File: config.mk
export PLATFORM = sky130hd
export DESIGN_NAME = atp_top
export DESIGN_NICKNAME = d
export VERILOG_FILES = /design/src/rtl/atp_pkg.sv /design/src/rtl/atp_top.sv
export SDC_FILE = /design/constraint.sdc
export NUM_CORES = 1
export LEC_CHECK = 0
export BUFFER_PORTS_ARGS = -buffer_cell sky130_fd_sc_hd__buf_4
export CAP_MARGIN = 40
export CORE_MARGIN = 4
export CORE_UTILIZATION = 50
export DETAILED_ROUTE_END_ITERATION = 7
export GPL_TIMING_DRIVEN = 0
export PLACE_DENSITY = 0.79
export RECOVER_POWER = 50
export SLEW_MARGIN = 20
export SYNTH_ARGS = -nofsm -noshare
export SYNTH_HDL_FRONTEND = slang
export SYNTH_SLANG_ARGS = --single-unit
File: constraint.sdc
create_clock -name CORE_CLK -period 3.1 [get_ports CORE_CLK]
set_clock_uncertainty 0.2 [all_clocks]
set_input_delay 0.31 -clock CORE_CLK [delete_from_list [all_inputs] [get_ports CORE_CLK]]
set_output_delay 0.31 -clock CORE_CLK [all_outputs]
set_load 0.005 [all_outputs]
File: src/rtl/atp_pkg.sv
package atp_pkg;

	// ******************************************************************
	// register map
	// ******************************************************************
	localparam logic [7:0] ADDR_USER_PATTERN1_LOW  = 8'h19;
	localparam logic [7:0] ADDR_USER_PATTERN1_HIGH = 8'h1A;
	localparam logic [7:0] ADDR_USER_PATTERN2_LOW  = 8'h1B;
	localparam logic [7:0] ADDR_USER_PATTERN2_HIGH = 8'h1C;
	localparam logic [7:0] ADDR_LOWPASS_TUNE       = 8'h2B;
	localparam logic [7:0] ADDR_SAT_INPUT_CFG      = 8'h2C;

	localparam logic [7:0] RST_USER_PATTERN = 8'h00;
	localparam logic [7:0] RST_LOWPASS_TUNE = 8'h00;
	localparam logic [7:0] RST_SAT_INPUT    = 8'h61;

	// ******************************************************************
	// field positions
	// ******************************************************************
	localparam int TUNE_BIT     = 6;
	localparam int SAT_LIM_LSB  = 5;
	localparam int SAT_HYST_BIT = 4;
	localparam int IMP_BIT      = 0;
	localparam logic [7:0] TUNE_MASK = 8'h40;
	localparam logic [7:0] CFG_MASK  = 8'hF1;

	// ******************************************************************
	// test modes and fixed words
	// ******************************************************************
	typedef enum logic [3:0] {
		TM_OFF = 4'h0, TM_MID = 4'h1, TM_PFS = 4'h2, TM_NFS = 4'h3,
		TM_CHECKER = 4'h4, TM_PN_LONG = 4'h5, TM_PN_SHORT = 4'h6,
		TM_WORD_TOGGLE = 4'h7, TM_USER = 4'h8, TM_BIT_TOGGLE = 4'h9,
		TM_SYNC = 4'hA, TM_ONE_BIT = 4'hB, TM_MIXED = 4'hC
	} atp_mode_t;

	localparam logic [11:0] W_MID     = 12'h800;
	localparam logic [11:0] W_ONES    = 12'hFFF;
	localparam logic [11:0] W_ZEROS   = 12'h000;
	localparam logic [11:0] W_CHECK_A = 12'hAAA;
	localparam logic [11:0] W_CHECK_B = 12'h555;
	localparam logic [11:0] W_SYNC    = 12'h03F;
	localparam logic [11:0] W_MIXED   = 12'hA33;

	localparam logic [22:0] PN_LONG_SEED  = 23'h7FFFFF;
	localparam logic [8:0]  PN_SHORT_SEED = 9'h1FF;

	// ******************************************************************
	// carriers
	// ******************************************************************
	typedef struct packed {
		logic       wr;
		logic       rd;
		logic [7:0] addr;
		logic [7:0] wdata;
	} atp_reg_req_t;

	typedef struct packed {
		logic [2:0] sat_limit;
		logic       sat_hyst_high;
		logic       imp_high;
	} atp_analog_cfg_t;

endpackage

File: src/rtl/atp_top.sv
// Function
// - four-bit code selects pattern; zero is off
// - shorts give constant words, formatted
// - checkerboard and word toggle, unformatted
// - user mode word one from pattern one
// - user mode word two from pattern two
// - four single fixed words, unformatted
// - tune bit set by write, self-clears
// - saturation threshold field, default code 011
// - hysteresis bit selects low or high
// - impedance bit, default high, global
// - pattern one high byte, resets zero
module atp_top
	import atp_pkg::*;
(
	input  wire logic        CORE_CLK,
	input  wire logic        RESETN,
	input  atp_reg_req_t     REG_REQ,
	output logic [7:0]       REG_RDATA,
	input  wire logic [3:0]  TEST_MODE,
	input  wire logic        TWOS_COMP,
	input  wire logic [11:0] ADC_DATA,
	input  wire logic        TUNE_DONE,
	output logic             TUNE_START,
	output atp_analog_cfg_t  ANALOG_CFG,
	output logic [11:0]      DATA_OUT
);

	// ******************************************************************
	// register state
	// ******************************************************************
	// user pattern bytes; only the low nibble of each high byte reaches the output
	logic [7:0]  up1_lo_q;
	logic [7:0]  up1_lo_d;
	logic [7:0]  up1_hi_q;
	logic [7:0]  up1_hi_d;
	logic [7:0]  up2_lo_q;
	logic [7:0]  up2_lo_d;
	logic [7:0]  up2_hi_q;
	logic [7:0]  up2_hi_d;
	// tune trigger and global analog controls
	logic [7:0]  tune_q;
	logic [7:0]  tune_d;
	logic [7:0]  cfg_q;
	logic [7:0]  cfg_d;
	logic        tune_start_q;
	logic        tune_start_d;
	// read-back holds its last value between reads
	logic [7:0]  rdata_q;
	logic [7:0]  rdata_d;

	// writes land byte-wise; undefined bits of 0x2B/0x2C stay as reset
	always_comb begin
		// defaults hold every register except the tune start pulse, which defaults to zero
		up1_lo_d     = up1_lo_q;
		up1_hi_d     = up1_hi_q;
		up2_lo_d     = up2_lo_q;
		up2_hi_d     = up2_hi_q;
		tune_d       = tune_q;
		cfg_d        = cfg_q;
		tune_start_d = 1'b0;
		// finish clears first so a fresh write in the same cycle wins
		if (TUNE_DONE) begin
			tune_d[TUNE_BIT] = 1'b0;
		end
		if (REG_REQ.wr) begin
			case (REG_REQ.addr)
				ADDR_USER_PATTERN1_LOW:  up1_lo_d = REG_REQ.wdata;
				ADDR_USER_PATTERN1_HIGH: up1_hi_d = REG_REQ.wdata;
				ADDR_USER_PATTERN2_LOW:  up2_lo_d = REG_REQ.wdata;
				ADDR_USER_PATTERN2_HIGH: up2_hi_d = REG_REQ.wdata;
				ADDR_LOWPASS_TUNE: begin
					if (REG_REQ.wdata[TUNE_BIT]) begin
						tune_d[TUNE_BIT] = 1'b1;
						tune_start_d     = 1'b1;
					end
				end
				ADDR_SAT_INPUT_CFG: begin
					// reserved threshold codes are stored as written; software avoids them
					// bits 3:1 have no function and always read back as zero
					cfg_d = (REG_REQ.wdata & CFG_MASK) | (RST_SAT_INPUT & ~CFG_MASK);
				end
				default: ;
			endcase
		end
	end

	// read mux; unmapped offsets read zero so a stray read leaks no state
	always_comb begin
		rdata_d = rdata_q;
		if (REG_REQ.rd) begin
			case (REG_REQ.addr)
				ADDR_USER_PATTERN1_LOW:  rdata_d = up1_lo_q;
				ADDR_USER_PATTERN1_HIGH: rdata_d = up1_hi_q;
				ADDR_USER_PATTERN2_LOW:  rdata_d = up2_lo_q;
				ADDR_USER_PATTERN2_HIGH: rdata_d = up2_hi_q;
				ADDR_LOWPASS_TUNE:       rdata_d = tune_q & TUNE_MASK;
				ADDR_SAT_INPUT_CFG:      rdata_d = cfg_q;
				default:                 rdata_d = 8'h00;
			endcase
		end
	end

	// register bank
	// reset loads constants only, so the release edge never sees stale data
	always_ff @(posedge CORE_CLK or negedge RESETN) begin
		if (!RESETN) begin
			up1_lo_q     <= RST_USER_PATTERN;
			up1_hi_q     <= RST_USER_PATTERN;
			up2_lo_q     <= RST_USER_PATTERN;
			up2_hi_q     <= RST_USER_PATTERN;
			tune_q       <= RST_LOWPASS_TUNE;
			cfg_q        <= RST_SAT_INPUT;
			rdata_q      <= 8'h00;
			tune_start_q <= 1'b0;
		end else begin
			up1_lo_q     <= up1_lo_d;
			up1_hi_q     <= up1_hi_d;
			up2_lo_q     <= up2_lo_d;
			up2_hi_q     <= up2_hi_d;
			tune_q       <= tune_d;
			cfg_q        <= cfg_d;
			rdata_q      <= rdata_d;
			tune_start_q <= tune_start_d;
		end
	end

	// bus outputs come straight from flops
	assign REG_RDATA  = rdata_q;
	assign TUNE_START = tune_start_q;

	// ******************************************************************
	// analog controls
	// ******************************************************************
	// one setting serves every channel; nothing here is per channel
	assign ANALOG_CFG = '{sat_limit:     cfg_q[SAT_LIM_LSB +: 3],
	                      sat_hyst_high: cfg_q[SAT_HYST_BIT],
	                      imp_high:      cfg_q[IMP_BIT]};

	// ******************************************************************
	// pattern generator
	// ******************************************************************
	logic [3:0]  mode_q;
	logic [3:0]  mode_d;
	logic        phase_q;
	logic        phase_d;
	logic [22:0] pnl_q;
	logic [22:0] pnl_d;
	logic [8:0]  pns_q;
	logic [8:0]  pns_d;
	logic [11:0] word_d;
	logic [11:0] out_q;
	logic        fmt;
	logic        mode_new;

	// mode_q holds last cycle's code; a difference marks a fresh selection
	assign mode_new = (TEST_MODE != mode_q);

	// phase and LFSRs restart on a mode change so the first word is always word one;
	// a one-cycle glitch on the mode code therefore restarts any sequence
	always_comb begin
		mode_d  = TEST_MODE;
		// phase 0 carries word one, phase 1 word two
		phase_d = mode_new ? 1'b0 : ~phase_q;
		// long sequence: 23-bit register with taps at bits 22 and 17
		pnl_d   = (mode_new || TEST_MODE != TM_PN_LONG) ? PN_LONG_SEED
		          : {pnl_q[21:0], pnl_q[22] ^ pnl_q[17]};
		// short sequence: 9-bit register with taps at bits 8 and 4
		pns_d   = (mode_new || TEST_MODE != TM_PN_SHORT) ? PN_SHORT_SEED
		          : {pns_q[7:0], pns_q[8] ^ pns_q[4]};
		fmt     = 1'b0;
		// phase 0 after a change means word one goes out first
		// codes D to F are not patterns and pass live samples
		case (TEST_MODE)
			TM_OFF:         word_d = ADC_DATA;
			TM_MID:         begin word_d = W_MID;   fmt = 1'b1; end
			TM_PFS:         begin word_d = W_ONES;  fmt = 1'b1; end
			TM_NFS:         begin word_d = W_ZEROS; fmt = 1'b1; end
			TM_CHECKER:     word_d = phase_d ? W_CHECK_B : W_CHECK_A;
			TM_PN_LONG:     begin word_d = pnl_d[22:11]; fmt = 1'b1; end
			TM_PN_SHORT:    begin word_d = {pns_d, pns_d[8:6]}; fmt = 1'b1; end
			TM_WORD_TOGGLE: word_d = phase_d ? W_ZEROS : W_ONES;
			TM_USER:        word_d = phase_d ? {up2_hi_q[3:0], up2_lo_q}
			                                 : {up1_hi_q[3:0], up1_lo_q};
			TM_BIT_TOGGLE:  word_d = W_CHECK_A;
			TM_SYNC:        word_d = W_SYNC;
			TM_ONE_BIT:     word_d = W_MID;
			TM_MIXED:       word_d = W_MIXED;
			default:        word_d = ADC_DATA;
		endcase
		// format select flips the MSB (offset binary to twos complement)
		// checkerboard, toggles and user words bypass it, as their words are fixed
		if (fmt && TWOS_COMP) begin
			word_d = word_d ^ W_MID;
		end
	end

	// output register; every word leaves one edge after its mode is seen
	// sequence registers reset to their seeds, so no sequence starts from zero
	always_ff @(posedge CORE_CLK or negedge RESETN) begin
		if (!RESETN) begin
			mode_q  <= TM_OFF;
			phase_q <= 1'b1;
			pnl_q   <= PN_LONG_SEED;
			pns_q   <= PN_SHORT_SEED;
			out_q   <= 12'h000;
		end else begin
			mode_q  <= mode_d;
			phase_q <= phase_d;
			pnl_q   <= pnl_d;
			pns_q   <= pns_d;
			out_q   <= word_d;
		end
	end

	// ******************************************************************
	// output word
	// ******************************************************************
	// data leaves straight from the flop, so the capture side sees clean words
	assign DATA_OUT = out_q;

endmodule

==> flow_summary.rst, run 1 <==
.. list-table::
   :header-rows: 1

   * - Metric
     - Value
   * - Routed Antenna Nets
     - 0
   * - PD cells
     - 475 nW/um^2
   * - Sequential share of the synthesized area
     - 0.544
   * - Deepest clock path buffer count
     - 2
   * - Dominant cells by area after synthesis
     - dfrtp_1 33%, dfstp_2 21%, mux2_2 10%, or2_2 4.5%, a21oi_1 2.8%
   * - Post-synth EDFFs
     - 0
   * - Clock Sinks
     - 96
   * - Number of instances resized during post-cts repair
     - 0
   * - Number of rows created at floorplan
     - 34
   * - Synthesis-to-layout area growth
     - 20.8%
   * - Peak VDD IR
     - about 0.00027 V
   * - Arrival time worst endpoint
     - between 2 and 3 ns
   * - First-pass DRT Iterations
     - 7
   * - First-pass GRT wire length
     - about 17000 um
   * - Met1 WL
     - ~4700 um
   * - Via count of the routed design
     - around 3400
   * - Wire length on met2
     - 5220 um
   * - Leakage power summed over all cells
     - around 2.3 nW
   * - Crit-path cells
     - dlygate4sd3_1 -> clkbuf_1 -> clkbuf_1 -> nor2_1 -> a21oi_1 -> clkbuf_1 -> o32a_1
   * - Cell count after synthesis
     - 400
   * - Number of setup violations in the final report
     - 0
   * - Number of buffer and inverter stages on the critical path
     - 4
   * - First-iteration detailed-routing DRC count
     - between 300 and 400
   * - CTS tree
     - built
   * - Setup WS pre-CTS
     - roughly 0.67 ns
   * - Largest fanout of any net on the critical path
     - 10
   * - Clock slew at the register clock pins of the worst setup and hold paths
     - approximately 0.090 ns
   * - Area fraction of the dominant cell type after synthesis
     - 0.334
   * - Number of warnings issued by yosys
     - 0
   * - Run status
     - complete, no violations
   * - Via count of the first global-routing pass
     - 3387
   * - Final WL
     - roughly 11000 um
   * - Post-detailed-route DRC marker count
     - 0
   * - Layout cell share with drive strength beyond 1
     - 0.398
   * - Highest metal layer with signal wires
     - met4
   * - Total congestion overflow after global routing
     - 0
   * - Post-route clock period utilization
     - 0.851
   * - Delay of the slowest cell on the worst path
     - between 0.5 and 0.6 ns
   * - Post-detail-place hpwl
     - just under 8000 um
   * - Vias per Instance
     - around 5.8
   * - Num CTS Buffers
     - 9
   * - Crit start category
     - input port
   * - Flops & latches, synth
     - 96
   * - Sum of met3 wire segment lengths after detailed routing
     - ~580 um
   * - Synth area leader
     - dfrtp_1
   * - Synthesized netlist net count
     - approximately 440
   * - Worst endpoint required time
     - 3.20 ns
   * - Die area
     - about 11000 um^2
   * - Maximum number of pins on one net before global-route repair
     - 57
   * - Post CTS Setup Buffer Count
     - 0
   * - Clock period minus final worst setup slack
     - between 2 and 3 ns
   * - Buffer cell driving the clock tree root
     - clkbuf_8
   * - Fraction of registers with async set or reset after synthesis
     - 1.00
   * - Total core area
     - between 8000 and 9000 um^2
   * - Cell area after synthesis
     - between 4000 and 5000 um^2
   * - Hold violation count in the final report
     - 0
   * - Die Wd
     - 103 um
   * - Setup repair after global routing missed its margin
     - false
   * - Highest clock frequency the design can meet
     - around 0.38 GHz
   * - CTS Hold Buffers Added
     - 12
   * - Fin nets
     - around 520
   * - Placer Congestion
     - ~0.89
   * - Top Ports
     - 64
   * - Cell with the largest stage delay on the worst path
     - dlygate4sd3_1
   * - Kind of cell with the highest combined delay on the critical path
     - buffers and inverters
   * - Synth unique cells
     - 52
   * - CTS H-tree depth
     - 3
   * - Sum of negative setup slack
     - 0 ns
   * - Slew HR
     - 0.0864
   * - Most frequently used flop master after synthesis
     - dfrtp_1
   * - Post-DR wirelength/cell
     - roughly 18 um
   * - Most common library cell in the layout ignoring fill and taps
     - dfrtp_1
   * - Antenna violations before repair
     - 0
   * - Transition time at the pin with the least slew margin
     - 1.37 ns
   * - Initial core utilization
     - 0.516
   * - Avg Inst Size Synth
     - around 11 um^2
   * - Count of buffers inserted at the top-level ports
     - 61
   * - Most Frequent Cell on Critical Path
     - clkbuf_1
   * - Die extent in y
     - 103 um
   * - Aggregate global-route resource usage
     - 0.214
   * - Layout fillers
     - ~700
   * - Final Worst Setup Slack
     - 0.463 ns
   * - Number of antenna diodes
     - 0
   * - Clock latency reported for the late side of the worst-skew pair
     - roughly 0.37 ns
   * - Most frequent cells in the layout
     - 60 x dfrtp_1, 41 x mux2_2, 34 x buf_4, 34 x dfstp_2, 32 x or2_2
   * - Max-slew violation count
     - 0
   * - Type of the setup path with the least slack
     - in2reg
   * - Worst Hold Slack
     - about 0.0040 ns
   * - Path category of the worst min-delay check
     - in2reg
   * - Number of maximum-capacitance constraint violations
     - 0
   * - Type of destination of the critical path
     - flip-flop
power breakdown:
group          internal [mW]  switching (mW)  leakage, nW  total [mW]
sequential              1.31          0.0290         1.17        1.34
combinational          0.160           0.168         1.07       0.328
clock                  0.480           0.435        0.107       0.915
cell families after synthesis:
logic type / after synthesis / share of synthesized area
mux: 51 / 0.125
compound gates: 90 / 0.130
xor+xnor: 7 / 0.0211
simple gates: 125 / 0.147
flops: 96 / 0.544
buf+inv: 31 / 0.0328
final timing paths:
kind	slack, ns	cells after the start	endpoint	start
setup reg to reg	0.81	6	DATA_OUT[9]	mode_q[3]
max in group asynchronous	1.18	3	phase_q	RESETN
hold / removal	0.004	2	DATA_OUT[0]	ADC_DATA[0]
setup / recovery	0.46	7	DATA_OUT[1]	TEST_MODE[3]
min in group asynchronous	0.59	2	DATA_OUT[4]	RESETN
hold reg to reg	0.31	1	tune_q[6]	tune_q[6]
stage by stage:
step           cell area [um^2]  std cells   util  power (mW)
5_1_grt                    5430        598  0.623        2.69
6_report                   5430        598  0.623        2.58
2_1_floorplan              4500        400      -        1.51
3_3_place_gp               5090        569  0.584        1.67
4_1_cts                    5450        598  0.625        2.61
3_5_place_dp               5110        570  0.586        1.68
state kept, by name (all words and copies together) (netlist names):
signal      flops
up2_lo_q        8
TUNE_START      1
up2_hi_q        8
mode_q          4
up1_hi_q        8
phase_q         1
tune_q          1
REG_RDATA       8
pns_q           9
cfg_q           5
DATA_OUT       12
up1_lo_q        8
pnl_q          23
routing by layer:
| metal | vias up | global-route usage |
|---|---|---|
| met2 | 107 | 0.344 |
| met1 | 1718 | 0.307 |
| met4 | 0 | 0.0677 |
| li1 | 1596 | - |
| met3 | 18 | 0.0244 |
| met5 | - | 0 |
area by class of cell:
cell class	count	area [um^2]	area share
Timing Repair Buffer	74	581	0.107
Buffer	20	105	0.0193
Multi-Input combinational cell	273	1900	0.350
Tap cell	108	135	0.0249
Sequential cell	96	2450	0.450
Clock buffer	12	145	0.0267
Inverter	11	41.3	0.00760
Clock inverter	4	76.3	0.0140
cells in the mapped netlist, types with 2 or more instances:
cell	instances
mux2_2	41
mux2i_1	10
buf_6	3
buf_2	4
o22ai_1	12
clkbuf_1	12
inv_1	9
xor2_1	2
o22a_1	3
a222oi_1	3
dfrtp_1	60
nand2_1	28
xnor2_2	2
nand3b_1	2
and2_1	4
nor2_1	23
o21ai_0	20
or2_2	32
nand2b_1	7
xnor2_1	2
dfstp_2	36
a21oi_1	25
nor3_1	6
nor2b_1	2
nand3_1	10
o32a_1	8
or3_1	2
nand4_1	2
a22oi_1	7
No activity file was read; power rests on OpenSTA's default activity.
==> inputs of run 2 (changes only) <==
--- a/config.mk
+++ b/config.mk
@@ -9,6 +9,7 @@
 export CAP_MARGIN = 40
 export CORE_MARGIN = 4
 export CORE_UTILIZATION = 50
+export CTS_BUF_LIST = sky130_fd_sc_hd__clkbuf_16
 export DETAILED_ROUTE_END_ITERATION = 7
 export GPL_TIMING_DRIVEN = 0
 export PLACE_DENSITY = 0.79
==> run 2 against run 1 <==
- power increased by 9.4%
- largest power group unchanged
- critical path type unchanged
- register-to-register slack lost 0.03 ns
- fmax shrank 3.2%
- combinational power shrank 2%
- flip-flop and latch count unchanged
- global-route usage about the same
- critical endpoint is now DATA_OUT[11]
- sequential power is essentially flat
- first-iteration DRC count up 6.1%
==> flow_summary.rst, run 2 (synthesis gave the netlist of run 1 again) <==
.. list-table::
   :header-rows: 1

   * - Metric
     - Value
   * - First-pass DRT Iterations
     - 8 (+1)
   * - Via count of the first global-routing pass
     - 3389 (+0.059%)
   * - Origin of the worst setup path
     - TEST_MODE[3]
   * - Most Frequent Cell on Critical Path
     - clkbuf_1
   * - First-pass GRT wire length
     - 17200 um (+0.24%)
   * - CTS H-tree depth
     - 3 (unchanged)
   * - Fin nets
     - 517 (-1.1%)
   * - Kind of cell with the highest combined delay on the critical path
     - buffers and inverters
   * - Crit Reg-Reg Endpoint
     - DATA_OUT[9]
   * - Crit start category
     - input port
   * - Number of rows created at floorplan
     - 34 (unchanged)
   * - Largest fanout of any net on the critical path
     - 10 (unchanged)
   * - First-iteration detailed-routing DRC count
     - 346 (+6.1%)
   * - Type of the setup path with the least slack
     - in2reg
   * - Antenna violations before repair
     - 0 (unchanged)
   * - Type of destination of the critical path
     - flip-flop
   * - Arrival time worst endpoint
     - 2.78 ns (+0.05 ns)
   * - Transition time at the pin with the least slew margin
     - 1.34 ns (-0.0272 ns)
   * - Post-route clock period utilization
     - 0.879 (+0.0280)
   * - CTS Hold Buffers Added
     - 6 (-6)
   * - Sum of negative setup slack
     - 0 ns (unchanged)
   * - Deepest clock path buffer count
     - 2 (unchanged)
   * - Final WL
     - 10700 um (+0.28%)
   * - CTS tree
     - built
   * - Post-DR wirelength/cell
     - 18.2 um (+1.3%)
   * - Most frequent cells in the layout
     - 60 x dfrtp_1, 41 x mux2_2, 34 x buf_4, 33 x dfstp_2, 32 x or2_2
   * - Register with the highest flop count
     - pnl_q
   * - Max-slew violation count
     - 0 (unchanged)
   * - Layout cell share with drive strength beyond 1
     - 0.399 (+0.000801)
   * - Placer Congestion
     - 0.894 (unchanged)
   * - Number of buffer and inverter stages on the critical path
     - 4 (unchanged)
   * - Clock period minus final worst setup slack
     - 2.72 ns (+0.0867 ns)
   * - Initial core utilization
     - 0.516 (unchanged)
   * - Synthesis-to-layout area growth
     - 21.5%
   * - Number of setup violations in the final report
     - 0 (unchanged)
   * - Cells on worst reg2reg path
     - 6 (unchanged)
   * - Most common library cell in the layout ignoring fill and taps
     - dfrtp_1
   * - Final Worst Setup Slack
     - 0.376 ns (-0.0867 ns)
   * - Buffer cell driving the clock tree root
     - clkbuf_16
   * - Run status
     - complete, no violations
   * - Setup WS pre-CTS
     - 0.675 ns (unchanged)
   * - Die area
     - 10600 um^2 (unchanged)
   * - Reg2reg start
     - mode_q[3]
   * - Number of flip-flops under the largest register name
     - 23 (unchanged)
   * - Top Ports
     - 64 (unchanged)
   * - Number of maximum-capacitance constraint violations
     - 0 (unchanged)
   * - Number of instances resized during post-cts repair
     - 0 (unchanged)
   * - Die Wd
     - 103 um (unchanged)
   * - Count of placed standard cells in the final layout, fillers left out
     - 592 (-1.0%)
   * - Cell with the largest stage delay on the worst path
     - dlygate4sd3_1
   * - Highest clock frequency the design can meet
     - 0.367 GHz (-3.2%)
   * - Post CTS Setup Buffer Count
     - 0 (unchanged)
   * - Maximum number of pins on one net before global-route repair
     - 57 (unchanged)
   * - Clock Sinks
     - 96 (unchanged)
   * - Capture point of the worst path
     - DATA_OUT[11]
   * - Post-detailed-route DRC marker count
     - 0 (unchanged)
   * - Delay of the slowest cell on the worst path
     - 0.52 ns (about the same)
   * - Leakage power summed over all cells
     - 2.37 nW (+1.0%)
   * - Placed Cells
     - 570 (unchanged)
   * - Dpl cell area
     - 5110 um^2 (unchanged)
   * - Peak VDD IR
     - 0.000301 V (+10%)
   * - Crit-path cells
     - dlygate4sd3_1 -> clkbuf_1 -> clkbuf_1 -> nor2_1 -> a21oi_1 -> clkbuf_1 -> o21ai_0 -> mux2i_1
   * - Via count of the routed design
     - 3409 (-0.87%)
   * - Path category of the worst min-delay check
     - in2reg
   * - Aggregate global-route resource usage
     - 0.214 (about the same)
   * - Hold violation count in the final report
     - 0 (unchanged)
   * - Layout fillers
     - 687 (-1.4%)
   * - Post-detail-place hpwl
     - 7770 um (unchanged)
   * - Num CTS Buffers
     - 9 (unchanged)
   * - Number of antenna diodes
     - 0 (unchanged)
   * - Slew HR
     - 0.105 (+0.0181)
   * - Post-Layout Inst Area
     - 5470 um^2 (+0.58%)
   * - Crit. path cell count
     - 8 (+1)
   * - Total core area
     - 8720 um^2 (unchanged)
   * - Routed Antenna Nets
     - 0 (unchanged)
   * - Final Core Density
     - 0.627 (+0.00359)
   * - Total congestion overflow after global routing
     - 0 (unchanged)
   * - PD cells
     - 516 nW/um^2 (+8.8%)
   * - Clock latency reported for the late side of the worst-skew pair
     - 0.34 ns (-0.03 ns)
   * - Clock slew at the register clock pins of the worst setup and hold paths
     - 0.06 ns (-0.03 ns)
   * - Count of buffers inserted at the top-level ports
     - 61 (unchanged)
   * - Worst setup slack for register-to-register paths
     - 0.78 ns (-0.03 ns)
   * - Setup repair after global routing missed its margin
     - false
   * - Vias per Instance
     - 5.76 (+0.13%)
   * - Die extent in y
     - 103 um (unchanged)
   * - Worst endpoint required time
     - 3.16 ns (-0.04 ns)
==> run 2: changes by cell type in the layout (fill, tap and decap cells not counted), sizes merged <==
cell / change
clkbuf: -3
clkinv: +1
dlygate4sd3: -6
inv: +2
==> run 2: worst min path at each step <==
stage	from	end	slack (ns)	cells past startpoint
after floorplan	RESETN	DATA_OUT[0]	-0.19	0
after global placement	TEST_MODE[1]	mode_q[1]	0.23	1
after detailed placement	RESETN	DATA_OUT[4]	0.20	1
after CTS	ADC_DATA[6]	DATA_OUT[6]	0.009	2
after global routing	ADC_DATA[3]	DATA_OUT[3]	0.01	2
final	ADC_DATA[6]	DATA_OUT[6]	0.009	2
==> run 2: layout make-up <==
cell class                      count  area, um^2  area share
Clock inverter                      7        87.6      0.0160
Buffer                             20         105      0.0192
Tap cell                          108         135      0.0247
Clock buffer                        9         225      0.0412
Sequential cell                    96        2450       0.448
Inverter                           11        41.3     0.00755
Multi-Input combinational cell    273        1900       0.348
Timing Repair Buffer               68         520      0.0952
==> run 2: report_power, final <==
group	internal, mW	switching [mW]
sequential	1.31	0.0289
clock	0.701	0.460
combinational	0.155	0.168
total	2.16	0.657
==> run 2: worst register-to-register path: cells and delay by family, from the launching register on <==
family	cells	cell delay [ns]
flops	1	0.37
buf+inv	1	0.27
xor+xnor	1	0.23
compound gates	2	0.71
simple gates	2	0.41
==> run 2: per-layer routing <==
layer  wire length, um  up-vias  track usage
li1                  -     1583            -
met1              4580     1679        0.307
met2              5330      130        0.342
met3               675       17       0.0284
met4               167        0       0.0677
met5                 0        -            0
==> run 2: through the flow <==
stage | hold WS, ns | power, mW
floorplan | -0.186 | 1.51
global placement | 0.230 | 1.67
detailed placement | 0.202 | 1.68
CTS | 0.00936 | 2.86
global route | 0.0145 | 2.93
finish | 0.00945 | 2.82
==> inputs of run 3 (changes only) <==
--- a/config.mk
+++ b/config.mk
@@ -13,7 +13,6 @@
 export DETAILED_ROUTE_END_ITERATION = 7
 export GPL_TIMING_DRIVEN = 0
 export PLACE_DENSITY = 0.79
-export RECOVER_POWER = 50
 export SLEW_MARGIN = 20
 export SYNTH_ARGS = -nofsm -noshare
 export SYNTH_HDL_FRONTEND = slang
==> run 3 against run 2 <==
- routed wire length up 0.29%
- sequential share of layout area down 0.15 points
- non-clock buffer count unchanged
- utilization up 0.22 points
- flip-flop and latch count unchanged
- via count up 0.35%
- register-to-register slack better by 0.03 ns
- cell count unchanged
- global-route usage unchanged
- design area up 0.34%
- sequential power about the same
- clock-buffer cell count unchanged
- critical path type unchanged
- largest cell class unchanged
==> flow_summary.rst, run 3 (synthesis gave the netlist of run 1 again) <==
.. list-table::
   :header-rows: 1

   * - Metric
     - Value
   * - Layout fillers
     - 685 (-0.29%)
   * - First-iteration detailed-routing DRC count
     - 340 (-1.7%)
   * - Most frequent cells in the layout
     - 62 x buf_4, 60 x dfrtp_1, 41 x mux2_2, 36 x dfstp_2, 32 x or2_2
   * - Highest metal layer with signal wires
     - met4
   * - Crit. path cell count
     - 9 (+1)
   * - Origin of the worst setup path
     - TEST_MODE[1]
   * - Die area
     - 10600 um^2 (unchanged)
   * - Crit-path cells
     - dlygate4sd3_1 -> buf_4 -> buf_4 -> xnor2_2 -> nand4_4 -> clkbuf_1 -> o21ai_0 -> nand3_1 -> o32a_1
   * - Post-detail-place hpwl
     - 7770 um (unchanged)
   * - Type of the setup path with the least slack
     - in2reg
   * - Total congestion overflow after global routing
     - 0 (unchanged)
   * - Wire length on met2
     - 5350 um (+0.41%)
   * - Clock period minus final worst setup slack
     - 2.65 ns (-0.0777 ns)
   * - Leakage power summed over all cells
     - 2.39 nW (+1.1%)
   * - Clock Sinks
     - 96 (unchanged)
   * - Most Frequent Cell on Critical Path
     - buf_4
   * - Setup repair after global routing missed its margin
     - false
   * - Placed Cells
     - 570 (unchanged)
   * - Arrival time worst endpoint
     - 2.66 ns (-0.12 ns)
   * - Total core area
     - 8720 um^2 (unchanged)
   * - Type of destination of the critical path
     - flip-flop
   * - Antenna violations before repair
     - 0 (unchanged)
   * - Die extent in y
     - 103 um (unchanged)
   * - Reg2reg start
     - mode_q[3]
   * - Number of maximum-capacitance constraint violations
     - 0 (unchanged)
   * - Top Ports
     - 64 (unchanged)
   * - Post-route clock period utilization
     - 0.854 (-0.0251)
   * - Worst setup slack for register-to-register paths
     - 0.81 ns (+0.03 ns)
   * - Kind of cell with the highest combined delay on the critical path
     - buffers and inverters
   * - Transition time at the pin with the least slew margin
     - 0.773 ns (-0.570 ns)
   * - Cells on worst reg2reg path
     - 6 (unchanged)
   * - Clock slew at the register clock pins of the worst setup and hold paths
     - 0.06 ns (about the same)
   * - Number of setup violations in the final report
     - 0 (unchanged)
   * - Peak VDD IR
     - 0.000300 V (-0.10%)
   * - Crit Reg-Reg Endpoint
     - DATA_OUT[9]
   * - Buffer cell driving the clock tree root
     - clkbuf_16
   * - Most common library cell in the layout ignoring fill and taps
     - buf_4
   * - Initial core utilization
     - 0.516 (unchanged)
   * - Final WL
     - 10800 um (+0.29%)
   * - Number of flip-flops under the largest register name
     - 23 (unchanged)
   * - Synthesis-to-layout area growth
     - 21.9%
   * - Deepest clock path buffer count
     - 2 (unchanged)
   * - Sum of negative setup slack
     - 0 ns (unchanged)
   * - Number of instances resized during post-cts repair
     - 0 (unchanged)
   * - Hold violation count in the final report
     - 0 (unchanged)
   * - CTS H-tree depth
     - 3 (unchanged)
   * - Number of rows created at floorplan
     - 34 (unchanged)
   * - Worst endpoint required time
     - 3.12 ns (-0.04 ns)
   * - First-pass GRT wire length
     - 17200 um (unchanged)
   * - Path category of the worst min-delay check
     - in2reg
   * - Num CTS Buffers
     - 9 (unchanged)
   * - Count of placed standard cells in the final layout, fillers left out
     - 592 (unchanged)
   * - Slew HR
     - 0.480 (+0.376)
   * - Total Power
     - 2.83 mW (+0.22%)
   * - Fin nets
     - 517 (unchanged)
   * - First-pass DRT Iterations
     - 5 (-3)
   * - Largest fanout of any net on the critical path
     - 10 (unchanged)
   * - Post-detailed-route DRC marker count
     - 0 (unchanged)
   * - Clock latency reported for the late side of the worst-skew pair
     - 0.34 ns (about the same)
   * - Number of antenna diodes
     - 0 (unchanged)
   * - Vias per Instance
     - 5.78 (+0.35%)
   * - Post CTS Setup Buffer Count
     - 0 (unchanged)
   * - Storage cell area
     - 2450 um^2 (unchanged)
   * - Via count of the routed design
     - 3421 (+0.35%)
   * - Aggregate global-route resource usage
     - 0.214 (unchanged)
   * - Layout cell share with drive strength beyond 1
     - 0.415 (+0.0165)
   * - Max-slew violation count
     - 0 (unchanged)
   * - Number of buffer and inverter stages on the critical path
     - 4 (unchanged)
   * - Count of buffers inserted at the top-level ports
     - 61 (unchanged)
   * - Highest clock frequency the design can meet
     - 0.378 GHz (+2.9%)
   * - Area taken by multi-input logic gates
     - 1900 um^2 (unchanged)
   * - Post-DR wirelength/cell
     - 18.2 um (+0.29%)
   * - Maximum number of pins on one net before global-route repair
     - 57 (unchanged)
   * - Via count of the first global-routing pass
     - 3389 (unchanged)
   * - Placer Congestion
     - 0.894 (unchanged)
   * - Die Wd
     - 103 um (unchanged)
   * - Crit start category
     - input port
   * - Routed Antenna Nets
     - 0 (unchanged)
   * - Register with the highest flop count
     - pnl_q
   * - Run status
     - complete, no violations
   * - PD cells
     - 516 nW/um^2 (-0.12%)
   * - Cell with the largest stage delay on the worst path
     - dlygate4sd3_1
   * - Sum of met3 wire segment lengths after detailed routing
     - 666 um (-1.3%)
   * - CTS tree
     - built
   * - Startpoint of the lowest-slack hold path
     - ADC_DATA[6]
   * - Met1 WL
     - 4590 um (+0.37%)
   * - Capture point of the worst path
     - DATA_OUT[9]
   * - Delay of the slowest cell on the worst path
     - 0.54 ns (+0.02 ns)
## run 3: cell count changes in the layout (fill, tap and decap cells not counted), sizes merged
cell	before	now
buf	41	70
clkbuf	50	21
## run 3: cell type report
cell class | count | area share
multi-input combinational | 273 | 0.347
tap | 108 | 0.0246
clock buffer | 9 | 0.0411
clock inverter | 7 | 0.0160
inverter | 11 | 0.00753
sequential | 96 | 0.446
timing repair buffer | 68 | 0.0981
buffer | 20 | 0.0194
## run 3: repair_timing
item / CTS / global route
setup endpoints to repair: 0 / 0
endpoints found under the hold margin: 31 / 0
hold buffers: 6 / 0
## run 3: worst min path at each step
stage / to / cells after the start / slack, ns
floorplan: DATA_OUT[0] / 0 / -0.19
global placement: mode_q[1] / 1 / 0.23
detailed placement: DATA_OUT[4] / 1 / 0.20
CTS: DATA_OUT[6] / 2 / 0.009
global route: DATA_OUT[3] / 2 / 0.01
finish: DATA_OUT[6] / 2 / 0.01
## run 3: per-stage QoR
stage	area, um^2	setup slack (ns)	hold WS [ns]	util
final	5480	0.454	0.0112	0.629
after global routing	5480	0.315	0.0145	0.629
after CTS	5480	0.459	0.00936	0.629
after detailed placement	5110	0.675	0.202	0.586
after global placement	5090	0.689	0.230	0.584
after floorplan	4500	1.05	-0.186	-
## run 3: per-layer routing
| metal | GRT usage | vias up |
|---|---|---|
| li1 | - | 1583 |
| met1 | 0.307 | 1688 |
| met2 | 0.342 | 132 |
| met3 | 0.0284 | 18 |
| met4 | 0.0677 | 0 |
| met5 | 0 | - |
## run 3: power breakdown
group          total, mW  internal [mW]  switching (mW)
logic              0.328          0.160           0.167
clock network       1.16          0.701           0.460
registers           1.34           1.31          0.0295
total               2.83           2.17           0.657
